`config.mk`:
```
export PLATFORM = sky130hd
export DESIGN_NAME = slpm_top
export DESIGN_NICKNAME = d
export VERILOG_FILES = /design/src/slpm_pkg.sv /design/src/slpm_top.sv /design/src/slpm_sync.sv /design/src/slpm_delay.sv
export SDC_FILE = /design/constraint.sdc
export NUM_CORES = 1
export LEC_CHECK = 0
export ABC_AREA = 1
export BUFFER_PORTS_ARGS = -buffer_cell sky130_fd_sc_hd__buf_4
export CAP_MARGIN = 20
export CORE_MARGIN = 2
export CORE_UTILIZATION = 30
export CTS_CLUSTER_SIZE = 40
export DETAILED_ROUTE_END_ITERATION = 6
export GPL_ROUTABILITY_DRIVEN = 0
export GPL_TIMING_DRIVEN = 1
export PLACE_DENSITY = 0.5
export SETUP_SLACK_MARGIN = 0.02
export SLEW_MARGIN = 20
export SYNTH_ARGS = -nofsm -noshare
export SYNTH_HDL_FRONTEND = slang
export SYNTH_SLANG_ARGS = --single-unit
```
`constraint.sdc`:
```
create_clock -name clock -period 2 [get_ports clock]
set_input_delay 0.4 -clock clock [delete_from_list [all_inputs] [get_ports clock]]
set_output_delay 0.4 -clock clock [all_outputs]
set_load 0.02 [all_outputs]
```
`src/slpm_pkg.sv`:
```
package slpm_pkg;

	// ************************************************************
	// Clock and strap timing
	// ************************************************************
	localparam int CLK_MHZ = 100;
	localparam int STRAP_DELAY_US = 2000;
	// Delay is a least time; whole microseconds at an integer MHz rate
	localparam int STRAP_DELAY_CYCLES = STRAP_DELAY_US * CLK_MHZ;
	localparam int CNT_W = 24;

	// ************************************************************
	// Pad counts and selector layout
	// ************************************************************
	localparam int N_GPIO = 17;
	localparam int N_RF = 10;
	localparam int N_PWM = 6;
	localparam int N_COEX = 6;
	localparam int N_PAD = 27;
	localparam int RF_BASE = 17;
	localparam int SEL_W = 4;
	localparam int PAD_W = 5;
	localparam logic [SEL_W-1:0] FUNC_NATIVE = 4'h1;
	localparam logic [SEL_W-1:0] FUNC_ALT2 = 4'h2;
	localparam logic [SEL_W-1:0] FUNC_ALT3 = 4'h3;
	localparam logic [SEL_W-1:0] FUNC_COEX = 4'h4;
	localparam logic [2:0] PWM_NONE = 3'h7;

	// ************************************************************
	// Strap pins and captured strap positions
	// ************************************************************
	localparam logic [N_GPIO-1:0] STRAP_GPIO_MASK = 17'h0a882;
	localparam logic [N_RF-1:0] STRAP_RF_MASK = 10'h0a0;
	localparam int GPIO_GSPI = 1;
	localparam int GPIO_WCPU = 7;
	localparam int GPIO_ACPU = 11;
	localparam int GPIO_SDIO = 13;
	localparam int GPIO_VTRIM = 15;
	localparam int RF_DAPCLK = 5;
	localparam int RF_RSRC = 7;

	// ************************************************************
	// Fixed pin roles
	// ************************************************************
	localparam int JTAG_TCK_PIN = 2;
	localparam int JTAG_TMS_PIN = 3;
	localparam int JTAG_TDI_PIN = 4;
	localparam int JTAG_TDO_PIN = 5;
	localparam int JTAG_TRST_PIN = 6;
	localparam int COEX_GPIO_BASE = 2;
	localparam int RF_COEX_IO = 5;
	localparam int RF_RX_A = 6;
	localparam int RF_TX_A = 7;
	localparam int RF_RX_B = 8;
	localparam int RF_TX_B = 9;

	typedef enum logic [3:0] {
		SLPM_WAIT_POR = 4'h1,
		SLPM_DELAY = 4'h2,
		SLPM_CAPTURE = 4'h4,
		SLPM_RUN = 4'h8
	} slpm_state_t;

endpackage

```
`src/slpm_top.sv`:
```
`timescale 1ns/1ps
module slpm_top
	import slpm_pkg::*;
#(
	parameter int unsigned DELAY_CYCLES = STRAP_DELAY_CYCLES
) (
	input wire logic clock, // System clock, 100 MHz
	input wire logic arst_n, // Async reset, active low
	input wire logic por_released, // POR complete or external POR released
	input wire logic [N_GPIO-1:0] gpio_in, // GPIO pad levels
	output logic [N_GPIO-1:0] gpio_out, // GPIO pad drive value
	output logic [N_GPIO-1:0] gpio_oe, // GPIO pad drive enable
	output logic [N_GPIO-1:0] gpio_pd_en, // GPIO weak pull-down enable
	input wire logic [N_RF-1:0] rf_in, // RF switch pad levels
	output logic [N_RF-1:0] rf_out, // RF switch pad drive value
	output logic [N_RF-1:0] rf_oe, // RF switch pad drive enable
	output logic [N_RF-1:0] rf_pd_en, // RF switch weak pull-down enable
	input wire logic sel_wr_en, // Selector write strobe
	input wire logic [PAD_W-1:0] sel_wr_pad, // Pad index to write
	input wire logic [SEL_W-1:0] sel_wr_func, // Function number to store
	input wire logic [N_RF-1:0] rf_sw_level, // Software RF line levels
	input wire logic [N_GPIO-1:0] gpio_core_out, // GPIO controller output
	input wire logic [N_GPIO-1:0] gpio_core_oe, // GPIO controller enable
	output logic [N_GPIO-1:0] gpio_core_in, // Synchronised GPIO levels
	input wire logic [N_PWM-1:0] pulse_out, // PWM controller outputs
	input wire logic [N_COEX-1:0] coex_general_io_out, // Coex GPIO outputs
	input wire logic [N_COEX-1:0] coex_general_io_oe, // Coex GPIO enables
	output logic [N_COEX-1:0] coex_general_io_in, // Coex GPIO inputs
	input wire logic debug_serial_tx, // Second UART transmit
	output logic debug_serial_rx, // Second UART receive
	input wire logic coex_serial_out, // Third UART transmit
	output logic coex_serial_in, // Third UART receive
	input wire logic jtag_select, // JTAG select pin
	input wire logic jtag_tdo, // Test data out from TAP
	output logic jtag_tck, // Test clock to TAP
	output logic jtag_tms, // Test mode select to TAP
	output logic jtag_tdi, // Test data in to TAP
	output logic jtag_trst_n, // Test reset to TAP, active low
	input wire logic [1:0] audio_serial_data, // Audio serial data per port
	input wire logic spdif_data, // S/PDIF encoded stream
	input wire logic [1:0] spdif_enable, // Put S/PDIF on audio pin 0 or 1
	output logic audio_data_out_0, // Audio data pad 0
	output logic audio_data_out_1, // Audio data pad 1
	input wire logic [1:0] two_wire_mode, // Serial port runs two-wire
	input wire logic [1:0] spi_clk, // Serial port clock
	input wire logic [1:0] spi_mosi, // Serial port data out
	output logic [1:0] spi_miso, // Serial port data in
	input wire logic [1:0] scl_drive_low, // Two-wire clock pull low
	input wire logic [1:0] sda_drive_low, // Two-wire data pull low
	output logic [1:0] two_wire_sda_in, // Two-wire data level
	input wire logic [1:0] spi_miso_pad, // Data-in pad level
	input wire logic [1:0] spi_mosi_pad_in, // Data-out pad level
	output logic [1:0] spi_clk_pad, // Clock pad drive value
	output logic [1:0] spi_clk_pad_oe, // Clock pad drive enable
	output logic [1:0] spi_mosi_pad, // Data-out pad drive value
	output logic [1:0] spi_mosi_pad_oe, // Data-out pad drive enable
	input wire logic usb_role_select, // USB role pin
	output logic usb_host_mode, // USB role after synchroniser
	output logic generic_serial_host_enable_strap, // Strap from GPIO 1
	output logic wireless_cpu_boot_source_strap, // Strap from GPIO 7
	output logic app_cpu_boot_source_strap, // Strap from GPIO 11
	output logic sdio_host_mode_strap, // Strap from GPIO 13
	output logic power_trim_enable_strap, // Strap from GPIO 15
	output logic debug_port_clock_select_strap, // Strap from RF line 5
	output logic resource_init_mode_strap, // Strap from RF line 7
	output logic strap_done // Straps latched, pads released
);
	// ************************************************************
	// PWM routing table for GPIO pads
	// ************************************************************
	function automatic logic [2:0] pwm_route(input logic [PAD_W-1:0] pin,
			input logic [SEL_W-1:0] f);
		logic [8:0] key;
		key = {pin, f};
		case (key)
			9'h004: pwm_route = 3'h0;
			9'h006: pwm_route = 3'h2;
			9'h00a: pwm_route = 3'h4;
			9'h014: pwm_route = 3'h1;
			9'h016: pwm_route = 3'h3;
			9'h01a: pwm_route = 3'h5;
			9'h073: pwm_route = 3'h1;
			9'h074: pwm_route = 3'h3;
			9'h07b: pwm_route = 3'h5;
			9'h083: pwm_route = 3'h2;
			9'h084: pwm_route = 3'h4;
			9'h08b: pwm_route = 3'h0;
			9'h093: pwm_route = 3'h3;
			9'h094: pwm_route = 3'h5;
			9'h09b: pwm_route = 3'h1;
			9'h0a3: pwm_route = 3'h4;
			9'h0a6: pwm_route = 3'h0;
			9'h0a9: pwm_route = 3'h2;
			9'h0b3: pwm_route = 3'h5;
			9'h0b6: pwm_route = 3'h1;
			9'h0b9: pwm_route = 3'h3;
			9'h0c5: pwm_route = 3'h2;
			9'h0c6: pwm_route = 3'h4;
			9'h0c9: pwm_route = 3'h0;
			9'h0d5: pwm_route = 3'h3;
			9'h0d6: pwm_route = 3'h5;
			9'h0d9: pwm_route = 3'h1;
			9'h0e2: pwm_route = 3'h0;
			9'h0e9: pwm_route = 3'h4;
			9'h0eb: pwm_route = 3'h2;
			9'h0f2: pwm_route = 3'h1;
			9'h0f9: pwm_route = 3'h5;
			9'h0fb: pwm_route = 3'h3;
			9'h103: pwm_route = 3'h0;
			9'h104: pwm_route = 3'h2;
			9'h10b: pwm_route = 3'h4;
			default: pwm_route = PWM_NONE;
		endcase
	endfunction

	// ************************************************************
	// Synchronisers and strap delay
	// ************************************************************
	logic [N_GPIO-1:0] gpio_s;
	logic [N_RF-1:0] rf_s;
	logic por_s;
	logic jtag_s;
	logic [1:0] miso_s;
	logic [1:0] sda_s;
	logic delay_done;
	slpm_state_t state_r;
	slpm_state_t state_nxt;
	logic [SEL_W-1:0] sel_r [N_PAD];
	logic [6:0] straps_r;
	logic [6:0] straps_nxt;
	wire run = (state_r == SLPM_RUN);
	wire jtag_on = jtag_s;

	// Every pad-side input crosses into the clock domain first, the USB role pin too
	slpm_sync #(.W(N_GPIO + N_RF + 7)) u_sync (
		.clock(clock),
		.arst_n(arst_n),
		.d({gpio_in, rf_in, por_released, jtag_select, usb_role_select,
			spi_miso_pad, spi_mosi_pad_in}),
		.q({gpio_s, rf_s, por_s, jtag_s, usb_host_mode, miso_s, sda_s})
	);

	slpm_delay #(.CYCLES(DELAY_CYCLES)) u_delay (
		.clock(clock),
		.arst_n(arst_n),
		.start(state_r == SLPM_DELAY),
		.done(delay_done)
	);

	// ************************************************************
	// Strap sequence
	// ************************************************************
	// One pass per reset; a later POR glitch cannot re-latch modes
	always_comb begin
		case (state_r)
			SLPM_WAIT_POR: state_nxt = por_s ? SLPM_DELAY : SLPM_WAIT_POR;
			SLPM_DELAY: state_nxt = delay_done ? SLPM_CAPTURE : SLPM_DELAY;
			SLPM_CAPTURE: state_nxt = SLPM_RUN;
			SLPM_RUN: state_nxt = SLPM_RUN;
			default: state_nxt = SLPM_WAIT_POR;
		endcase
	end

	// Strap sampling order: gspi, wcpu, acpu, sdio, vtrim, dap, rsrc
	assign straps_nxt = (state_r == SLPM_CAPTURE) ? {gpio_s[GPIO_GSPI], gpio_s[GPIO_WCPU],
		gpio_s[GPIO_ACPU], gpio_s[GPIO_SDIO], gpio_s[GPIO_VTRIM], rf_s[RF_DAPCLK],
		rf_s[RF_RSRC]} : straps_r;
	assign generic_serial_host_enable_strap = straps_r[6];
	assign wireless_cpu_boot_source_strap = straps_r[5];
	assign app_cpu_boot_source_strap = straps_r[4];
	assign sdio_host_mode_strap = straps_r[3];
	assign power_trim_enable_strap = straps_r[2];
	assign debug_port_clock_select_strap = straps_r[1];
	assign resource_init_mode_strap = straps_r[0];
	assign strap_done = run;
	// Pulls on straps only until capture ends; unconnected reads zero
	assign gpio_pd_en = run ? '0 : STRAP_GPIO_MASK;
	assign rf_pd_en = run ? '0 : STRAP_RF_MASK;

	// ************************************************************
	// GPIO pad selection
	// ************************************************************
	logic [N_GPIO-1:0] gpio_out_nxt;
	logic [N_GPIO-1:0] gpio_oe_nxt;
	genvar gi;
	generate
		for (gi = 0; gi < N_GPIO; gi++) begin : g_gpio
			localparam bit IS_JT = (gi >= JTAG_TCK_PIN) && (gi <= JTAG_TRST_PIN);
			localparam int CX = IS_JT ? gi - COEX_GPIO_BASE : 0;
			localparam bit IS_TDO = (gi == JTAG_TDO_PIN);
			wire [SEL_W-1:0] sel = sel_r[gi];
			wire [2:0] pidx = pwm_route(PAD_W'(gi), sel);
			wire phit = (pidx != PWM_NONE);
			wire nat = (sel == FUNC_NATIVE);
			wire jt = IS_JT && jtag_on;
			wire cx = IS_JT && (sel == FUNC_COEX);
			// JTAG wins over any stored selection on its five pins
			assign gpio_out_nxt[gi] = jt ? (IS_TDO && jtag_tdo) : nat ? gpio_core_out[gi] :
				cx ? coex_general_io_out[CX] : phit && pulse_out[pidx];
			assign gpio_oe_nxt[gi] = run && (jt ? IS_TDO : nat ? gpio_core_oe[gi] :
				cx ? coex_general_io_oe[CX] : phit);
		end
	endgenerate

	// ************************************************************
	// RF switch line selection
	// ************************************************************
	logic [N_RF-1:0] rf_out_nxt;
	logic [N_RF-1:0] rf_oe_nxt;
	genvar rj;
	generate
		for (rj = 0; rj < N_RF; rj++) begin : g_rf
			wire [SEL_W-1:0] sel = sel_r[RF_BASE + rj];
			wire a2 = (sel == FUNC_ALT2);
			wire a3 = (sel == FUNC_ALT3);
			wire nat = (sel == FUNC_NATIVE);
			wire tx_dbg = ((rj == RF_TX_A) && a2) || ((rj == RF_TX_B) && a3);
			wire tx_cx = ((rj == RF_TX_A) && a3) || ((rj == RF_TX_B) && a2);
			wire io5 = (rj == RF_COEX_IO) && a2;
			assign rf_out_nxt[rj] = nat ? rf_sw_level[rj] : tx_dbg ? debug_serial_tx :
				tx_cx ? coex_serial_out : io5 && coex_general_io_out[RF_COEX_IO];
			assign rf_oe_nxt[rj] = run && (nat || tx_dbg || tx_cx ||
				(io5 && coex_general_io_oe[RF_COEX_IO]));
		end
	endgenerate

	// Receive sides idle high when no line is routed to them
	assign debug_serial_rx = (sel_r[RF_BASE + RF_RX_A] == FUNC_ALT2) ? rf_s[RF_RX_A] :
		(sel_r[RF_BASE + RF_RX_B] == FUNC_ALT3) ? rf_s[RF_RX_B] : 1'b1;
	assign coex_serial_in = (sel_r[RF_BASE + RF_RX_A] == FUNC_ALT3) ? rf_s[RF_RX_A] :
		(sel_r[RF_BASE + RF_RX_B] == FUNC_ALT2) ? rf_s[RF_RX_B] : 1'b1;

	// ************************************************************
	// Core-side inputs
	// ************************************************************
	assign gpio_core_in = gpio_s;
	assign coex_general_io_in = {rf_s[RF_COEX_IO], gpio_s[JTAG_TRST_PIN:COEX_GPIO_BASE]};
	// TAP sees a held reset while JTAG is off the pads
	assign jtag_tck = jtag_on && gpio_s[JTAG_TCK_PIN];
	assign jtag_tms = !jtag_on || gpio_s[JTAG_TMS_PIN];
	assign jtag_tdi = jtag_on && gpio_s[JTAG_TDI_PIN];
	assign jtag_trst_n = jtag_on && gpio_s[JTAG_TRST_PIN];
	assign spi_miso = miso_s;
	assign two_wire_sda_in = sda_s;

	// ************************************************************
	// Serial ports, audio pads and selector store
	// ************************************************************
	// Two-wire role is open-drain: pads only ever pull low
	wire [1:0] clk_nxt = two_wire_mode ^ (two_wire_mode | spi_clk);
	wire [1:0] clk_oe_nxt = two_wire_mode & scl_drive_low | ~two_wire_mode;
	wire [1:0] mosi_nxt = ~two_wire_mode & spi_mosi;
	wire [1:0] mosi_oe_nxt = two_wire_mode & sda_drive_low | ~two_wire_mode;
	wire aud0_nxt = spdif_enable[0] ? spdif_data : audio_serial_data[0];
	wire aud1_nxt = spdif_enable[1] ? spdif_data : audio_serial_data[1];
	wire sel_hit = sel_wr_en && (sel_wr_pad < PAD_W'(N_PAD));

	always_ff @(posedge clock or negedge arst_n) begin
		if (!arst_n) begin
			for (int k = 0; k < N_PAD; k++) begin
				sel_r[k] <= FUNC_NATIVE;
			end
		end else if (sel_hit) begin
			sel_r[sel_wr_pad] <= sel_wr_func;
		end
	end

	always_ff @(posedge clock or negedge arst_n) begin
		if (!arst_n) begin
			state_r <= SLPM_WAIT_POR;
			straps_r <= '0;
			{gpio_out, gpio_oe, rf_out, rf_oe} <= '0;
			{audio_data_out_0, audio_data_out_1} <= '0;
			{spi_clk_pad, spi_clk_pad_oe, spi_mosi_pad, spi_mosi_pad_oe} <= '0;
		end else begin
			state_r <= state_nxt;
			straps_r <= straps_nxt;
			{gpio_out, gpio_oe, rf_out, rf_oe} <= {gpio_out_nxt, gpio_oe_nxt, rf_out_nxt, rf_oe_nxt};
			{audio_data_out_0, audio_data_out_1} <= {aud0_nxt, aud1_nxt};
			{spi_clk_pad, spi_clk_pad_oe, spi_mosi_pad, spi_mosi_pad_oe} <=
				{clk_nxt, clk_oe_nxt, mosi_nxt, mosi_oe_nxt};
		end
	end

	// ************************************************************
	// Assertions
	// ************************************************************
	a_straps_held:
	assert property (@(posedge clock) disable iff (!arst_n)
		strap_done && $past(strap_done) |-> $stable(straps_r))
		else $error("straps changed after capture");
	a_capture_late:
	assert property (@(posedge clock) disable iff (!arst_n)
		$rose(strap_done) |-> $past(delay_done, 2))
		else $error("straps latched before delay ended");
	a_pads_quiet:
	assert property (@(posedge clock) disable iff (!arst_n)
		!strap_done |-> (gpio_oe == '0) && (rf_oe == '0))
		else $error("pad driven before capture");
	a_strap_pulls:
	assert property (@(posedge clock) disable iff (!arst_n)
		!strap_done |-> gpio_pd_en == STRAP_GPIO_MASK && rf_pd_en == STRAP_RF_MASK)
		else $error("strap pull missing during capture");
	a_boot_capture:
	assert property (@(posedge clock) disable iff (!arst_n)
		$rose(strap_done) |-> wireless_cpu_boot_source_strap == $past(gpio_s[GPIO_WCPU])
		&& app_cpu_boot_source_strap == $past(gpio_s[GPIO_ACPU]))
		else $error("boot strap not taken from its pin");
	a_jtag_pins:
	assert property (@(posedge clock) disable iff (!arst_n)
		$past(jtag_on && run) |-> gpio_oe[JTAG_TDO_PIN] && !gpio_oe[JTAG_TCK_PIN]
		&& gpio_out[JTAG_TDO_PIN] == $past(jtag_tdo))
		else $error("jtag pins not overriding");
	a_rf_level:
	assert property (@(posedge clock) disable iff (!arst_n)
		$past(run && sel_r[RF_BASE] == FUNC_NATIVE) |-> rf_oe[0] && rf_out[0] == $past(rf_sw_level[0]))
		else $error("rf line 0 not following level");
	a_spdif_route:
	assert property (@(posedge clock) disable iff (!arst_n)
		$past(spdif_enable[1]) |-> audio_data_out_1 == $past(spdif_data))
		else $error("spdif not on audio pin 1");
	a_usb_role:
	assert property (@(posedge clock) disable iff (!arst_n)
		$past(arst_n, 2) |-> usb_host_mode == $past(usb_role_select, 2))
		else $error("usb role not following pin");
endmodule

```
`src/slpm_sync.sv`:
```
`timescale 1ns/1ps
module slpm_sync #(
	parameter int W = 1
) (
	input wire logic clock, // System clock
	input wire logic arst_n, // Async reset, active low
	input wire logic [W-1:0] d, // Asynchronous inputs
	output logic [W-1:0] q // Synchronised outputs
);
	logic [W-1:0] meta_r;

	// Two stages; only the second stage is visible
	always_ff @(posedge clock or negedge arst_n) begin
		if (!arst_n) begin
			meta_r <= '0;
			q <= '0;
		end else begin
			meta_r <= d;
			q <= meta_r;
		end
	end
endmodule

```
`src/slpm_delay.sv`:
```
`timescale 1ns/1ps
module slpm_delay
	import slpm_pkg::*;
#(
	parameter int unsigned CYCLES = STRAP_DELAY_CYCLES
) (
	input wire logic clock, // System clock
	input wire logic arst_n, // Async reset, active low
	input wire logic start, // Hold high to count
	output logic done // High once CYCLES counted
);
	localparam logic [CNT_W-1:0] LIMIT = CNT_W'(CYCLES - 1);
	logic [CNT_W-1:0] cnt_r;
	logic [CNT_W-1:0] cnt_nxt;

	// Counter restarts whenever start drops
	assign cnt_nxt = !start ? '0 : (cnt_r == LIMIT) ? cnt_r : cnt_r + 1'b1;
	assign done = start && (cnt_r == LIMIT);

	always_ff @(posedge clock or negedge arst_n) begin
		if (!arst_n) begin
			cnt_r <= '0;
		end else begin
			cnt_r <= cnt_nxt;
		end
	end
endmodule

```
==> metrics.csv <==
metric,value,unit
DRT Pass-1 Iters,5,
reg-to-reg setup timing slack,350,ps
"Setup violations, final",1,
Final Cell Area,15230,um2
clock root buffer,clkbuf_16,
final antenna-violating net count,0,
total track usage,15.61,%
drc violations,0,
register area,6616,um2
Worst Hold End,gpio_out[14],
CP endpoint kind,output pin,
Slew Limit Fails,0,
Synth Flop Type,dfrtp_1,
Die H,198.7,um
Nets,1710,
Fin. Hold Viols,0,
post-synthesis cell count,1307,
Min-Delay Startpoint,gpio_core_out[14],
cts bufs inserted,30,
Layout Skew,7.189,ps
failing checks,negative setup slack,
Crit path max-delay family,flip-flops,
top-area cell type share of the netlist area,51.71,%
WL/cell,14.45,um
number of synthesized register bits,263,
top post-synthesis cells by area,"dfrtp_1, nand2_1, nand3_1",
kind of start point of the critical path,flop,
Leak,7.666,nW
Die Footprint,39490,um2
max incr delay on CP,550,ps
Mapped Avg Cell Area,8.702,um2
footprint of the multi-input gates,4044,um2
Placed Area,13690,um2
vias per cell,4.430,
initial antenna violation count,0,
Area Growth Syn to Fin,33.94,%
mapped cell area,11370,um2
setup ws final,-2.391,ps
CP Cell Sequence,"inv_2, nand3_4, nor2_2, a41oi_2, buf_6",
pin count of the biggest net entering global routing,59,
antenna diode count,0,
DP Cell Count,2019,
"count leader, synth",nand2_1,
reg2reg end,u_delay.cnt_r[14],
post-synthesis sequential area ratio,58.17,%
layout cells sized above 1,24.27,%
Slew @ Worst Pin,540.0,ps
routed wire length,30610,um
Yosys cell types,38,
fin cells,2118,
crit path kind,reg -> out,
status,"complete, but fails checks",
worst path arrival time,1600,ps
dominant cell type by area after synthesis,dfrtp_1,
Clock Path Buffers,3,
worst path bufs/invs,2,
Hold Path Cell Cnt,3,
clk_lat worst skew,570,ps
Iteration-0 DRC Markers,427,
Port Buffers,232,
Pwr per Cell Area,929.8,nW/um2
Synth warnings,0,
"top cells by count, synth","nand2_1, dfrtp_1, nand3_1, nor2_1, inv_1",
Sink Count,263,
first-pass GRT wire length,48720,um
Std-Cell Rows,71,
WP data required,1600,ps
setup TNS,-2.391,ps
unrepaired setup endpoints after global routing,true,
Tcrit/Tclk final,100.1,%
"Reg clk slew, reported paths",60,ps
Post-DP HPWL,20290,um
H-tree depth,1,
Post-synth EDFFs,0,
# IOs,259,
core area,37490,um2
max_cap viols,0,
Initial Util,30.34,%
fill count,3761,
"slowest stage cell, crit path",dfstp_2,
Slew headroom,63.90,%
Hold WC Path Type,in -> reg,
R2R cell count,9,
CTS tree,yes,
GRT overflow,0,
die width,198.7,um
Tot Pwr,14.16,mW
worst vdd ir,0.0007339,V
crit path time final,2002,ps
fmax,499.4,MHz
vias in the first global route,9283,
detailed-route via count,9382,
reg-to-reg critical path startpoint,u_delay.cnt_r[0],
Critical Path Fanout Max,3,
Async SR Flop Fraction,100.0,%
==> cell families (layout without fill, tap and decap cells) <==
logic type               after synthesis  in the layout  share of synthesized area (%)
AO/OA/AOI/OAI                         54             54                          2.596
XOR/XNOR                               4              4                         0.3081
adder cells (fa/ha/maj)                1              1                         0.1100
buffers and inverters                184            465                          7.690
flip-flops                           263            263                          58.17
multiplexers                           9              9                         0.8911
other                                  1             20                        0.03297
AND/OR/NAND/NOR                      791            791                          30.20
==> registers in the layout, summed over array words and instances (netlist names) <==
register,cells
spi_clk_pad,2
spi_mosi_pad_oe,2
u_sync.q,28
audio_data_out_1,1
spi_clk_pad_oe,2
spi_mosi_pad,2
gpio_oe,17
g_rf.sel,40
straps_r,7
audio_data_out_0,1
u_delay.cnt_r,24
g_gpio.sel,68
state_r,4
rf_out,10
u_sync.meta_r,28
gpio_out,17
rf_oe,10
==> worst min-delay path: stages <==
cell and delay (ps):
buf_4 80, nand2_1 40, nand2_1 50
==> per-stage QoR <==
| stage | worst slack, ps | utilization [%] | hold WS, ps |
|---|---|---|---|
| floorplan | 142.4 | - | 104.4 |
| global route | -75.28 | 40.63 | 17.97 |
| global placement | 249.6 | 36.52 | 331.7 |
| finish | -2.391 | 40.63 | 38.93 |
| CTS | -48.85 | 40.46 | 3.991 |
| detailed placement | 254.9 | 36.52 | 334.7 |
==> layout by cell type (no fill, tap or decap), types with 2 or more instances in the layout <==
cell and instances:
buf_6 9, nand3b_1 7, or2_2 8, inv_1 107, dlygate4sd3_1 36, nor4_1 5
nand3_4 2, nor2_2 2, xnor2_1 3, nor2_1 134, a31oi_1 3, o21ai_0 21
clkinvlp_4 3, nand3_1 168, nand2_2 10, nand4_1 37, inv_2 2, nor3_2 6
nor2_4 6, clkbuf_8 5, and2_1 2, a21oi_1 22, nand2_1 391, o211ai_1 2
clkinv_2 8, conb_1 20, dfrtp_1 235, buf_4 244, clkbuf_16 31, clkbuf_1 7
bufinv_16 3, o21bai_1 2, nor3_1 9, buf_12 8, dfstp_2 28, mux2_2 9
==> layer usage <==
metal | GRT usage, % | wire (um) | vias to the layer above
met4 | 5.141 | 785 | 0
met1 | 20.53 | 13510 | 4408
met3 | 3.493 | 2018 | 40
met5 | 0 | 0 | -
met2 | 25.49 | 14290 | 246
li1 | - | - | 4688
==> area by class of cell <==
| cell class | instances | area share, % |
|---|---|---|
| Sequential cell | 263 | 43.43 |
| Multi-Input combinational cell | 879 | 26.55 |
| Timing Repair Buffer | 299 | 16.42 |
| Clock buffer | 43 | 5.717 |
| Tap cell | 511 | 4.197 |
| Inverter | 110 | 2.735 |
| Clock inverter | 13 | 0.9528 |
==> where the power goes <==
group / internal (mW) / switching [mW]
sequential: 5.97 / 0.407
combinational: 0.858 / 1.28
clock: 3.40 / 2.25
==> worst max path at each step <==
stage,endpoint,cells after the start,slack (ps),from
final,debug_serial_rx,5,-2,g_rf[6].sel[0]
after global routing,debug_serial_rx,5,-80,g_rf[6].sel[0]
after CTS,debug_serial_rx,5,-50,g_rf[6].sel[0]
after detailed placement,g_rf[1].sel[3],10,250,sel_wr_pad[2]
after global placement,g_rf[1].sel[1],10,250,sel_wr_pad[2]
after floorplan,gpio_pd_en[11],4,140,state_r[0]
==> repair_timing <==
| item | in CTS | in global routing |
|---|---|---|
| hold buffers | 36 | 0 |
| gates cloned | 1 | 0 |
| hold endpoints to repair | 75 | 0 |
| setup buffers | 3 | 3 |
| endpoints found under the setup margin | 10 | 10 |
| pin swaps | 2 | 3 |
| gates resized for setup | 13 | 8 |
Note: power is estimated with default switching activity, not from simulation.
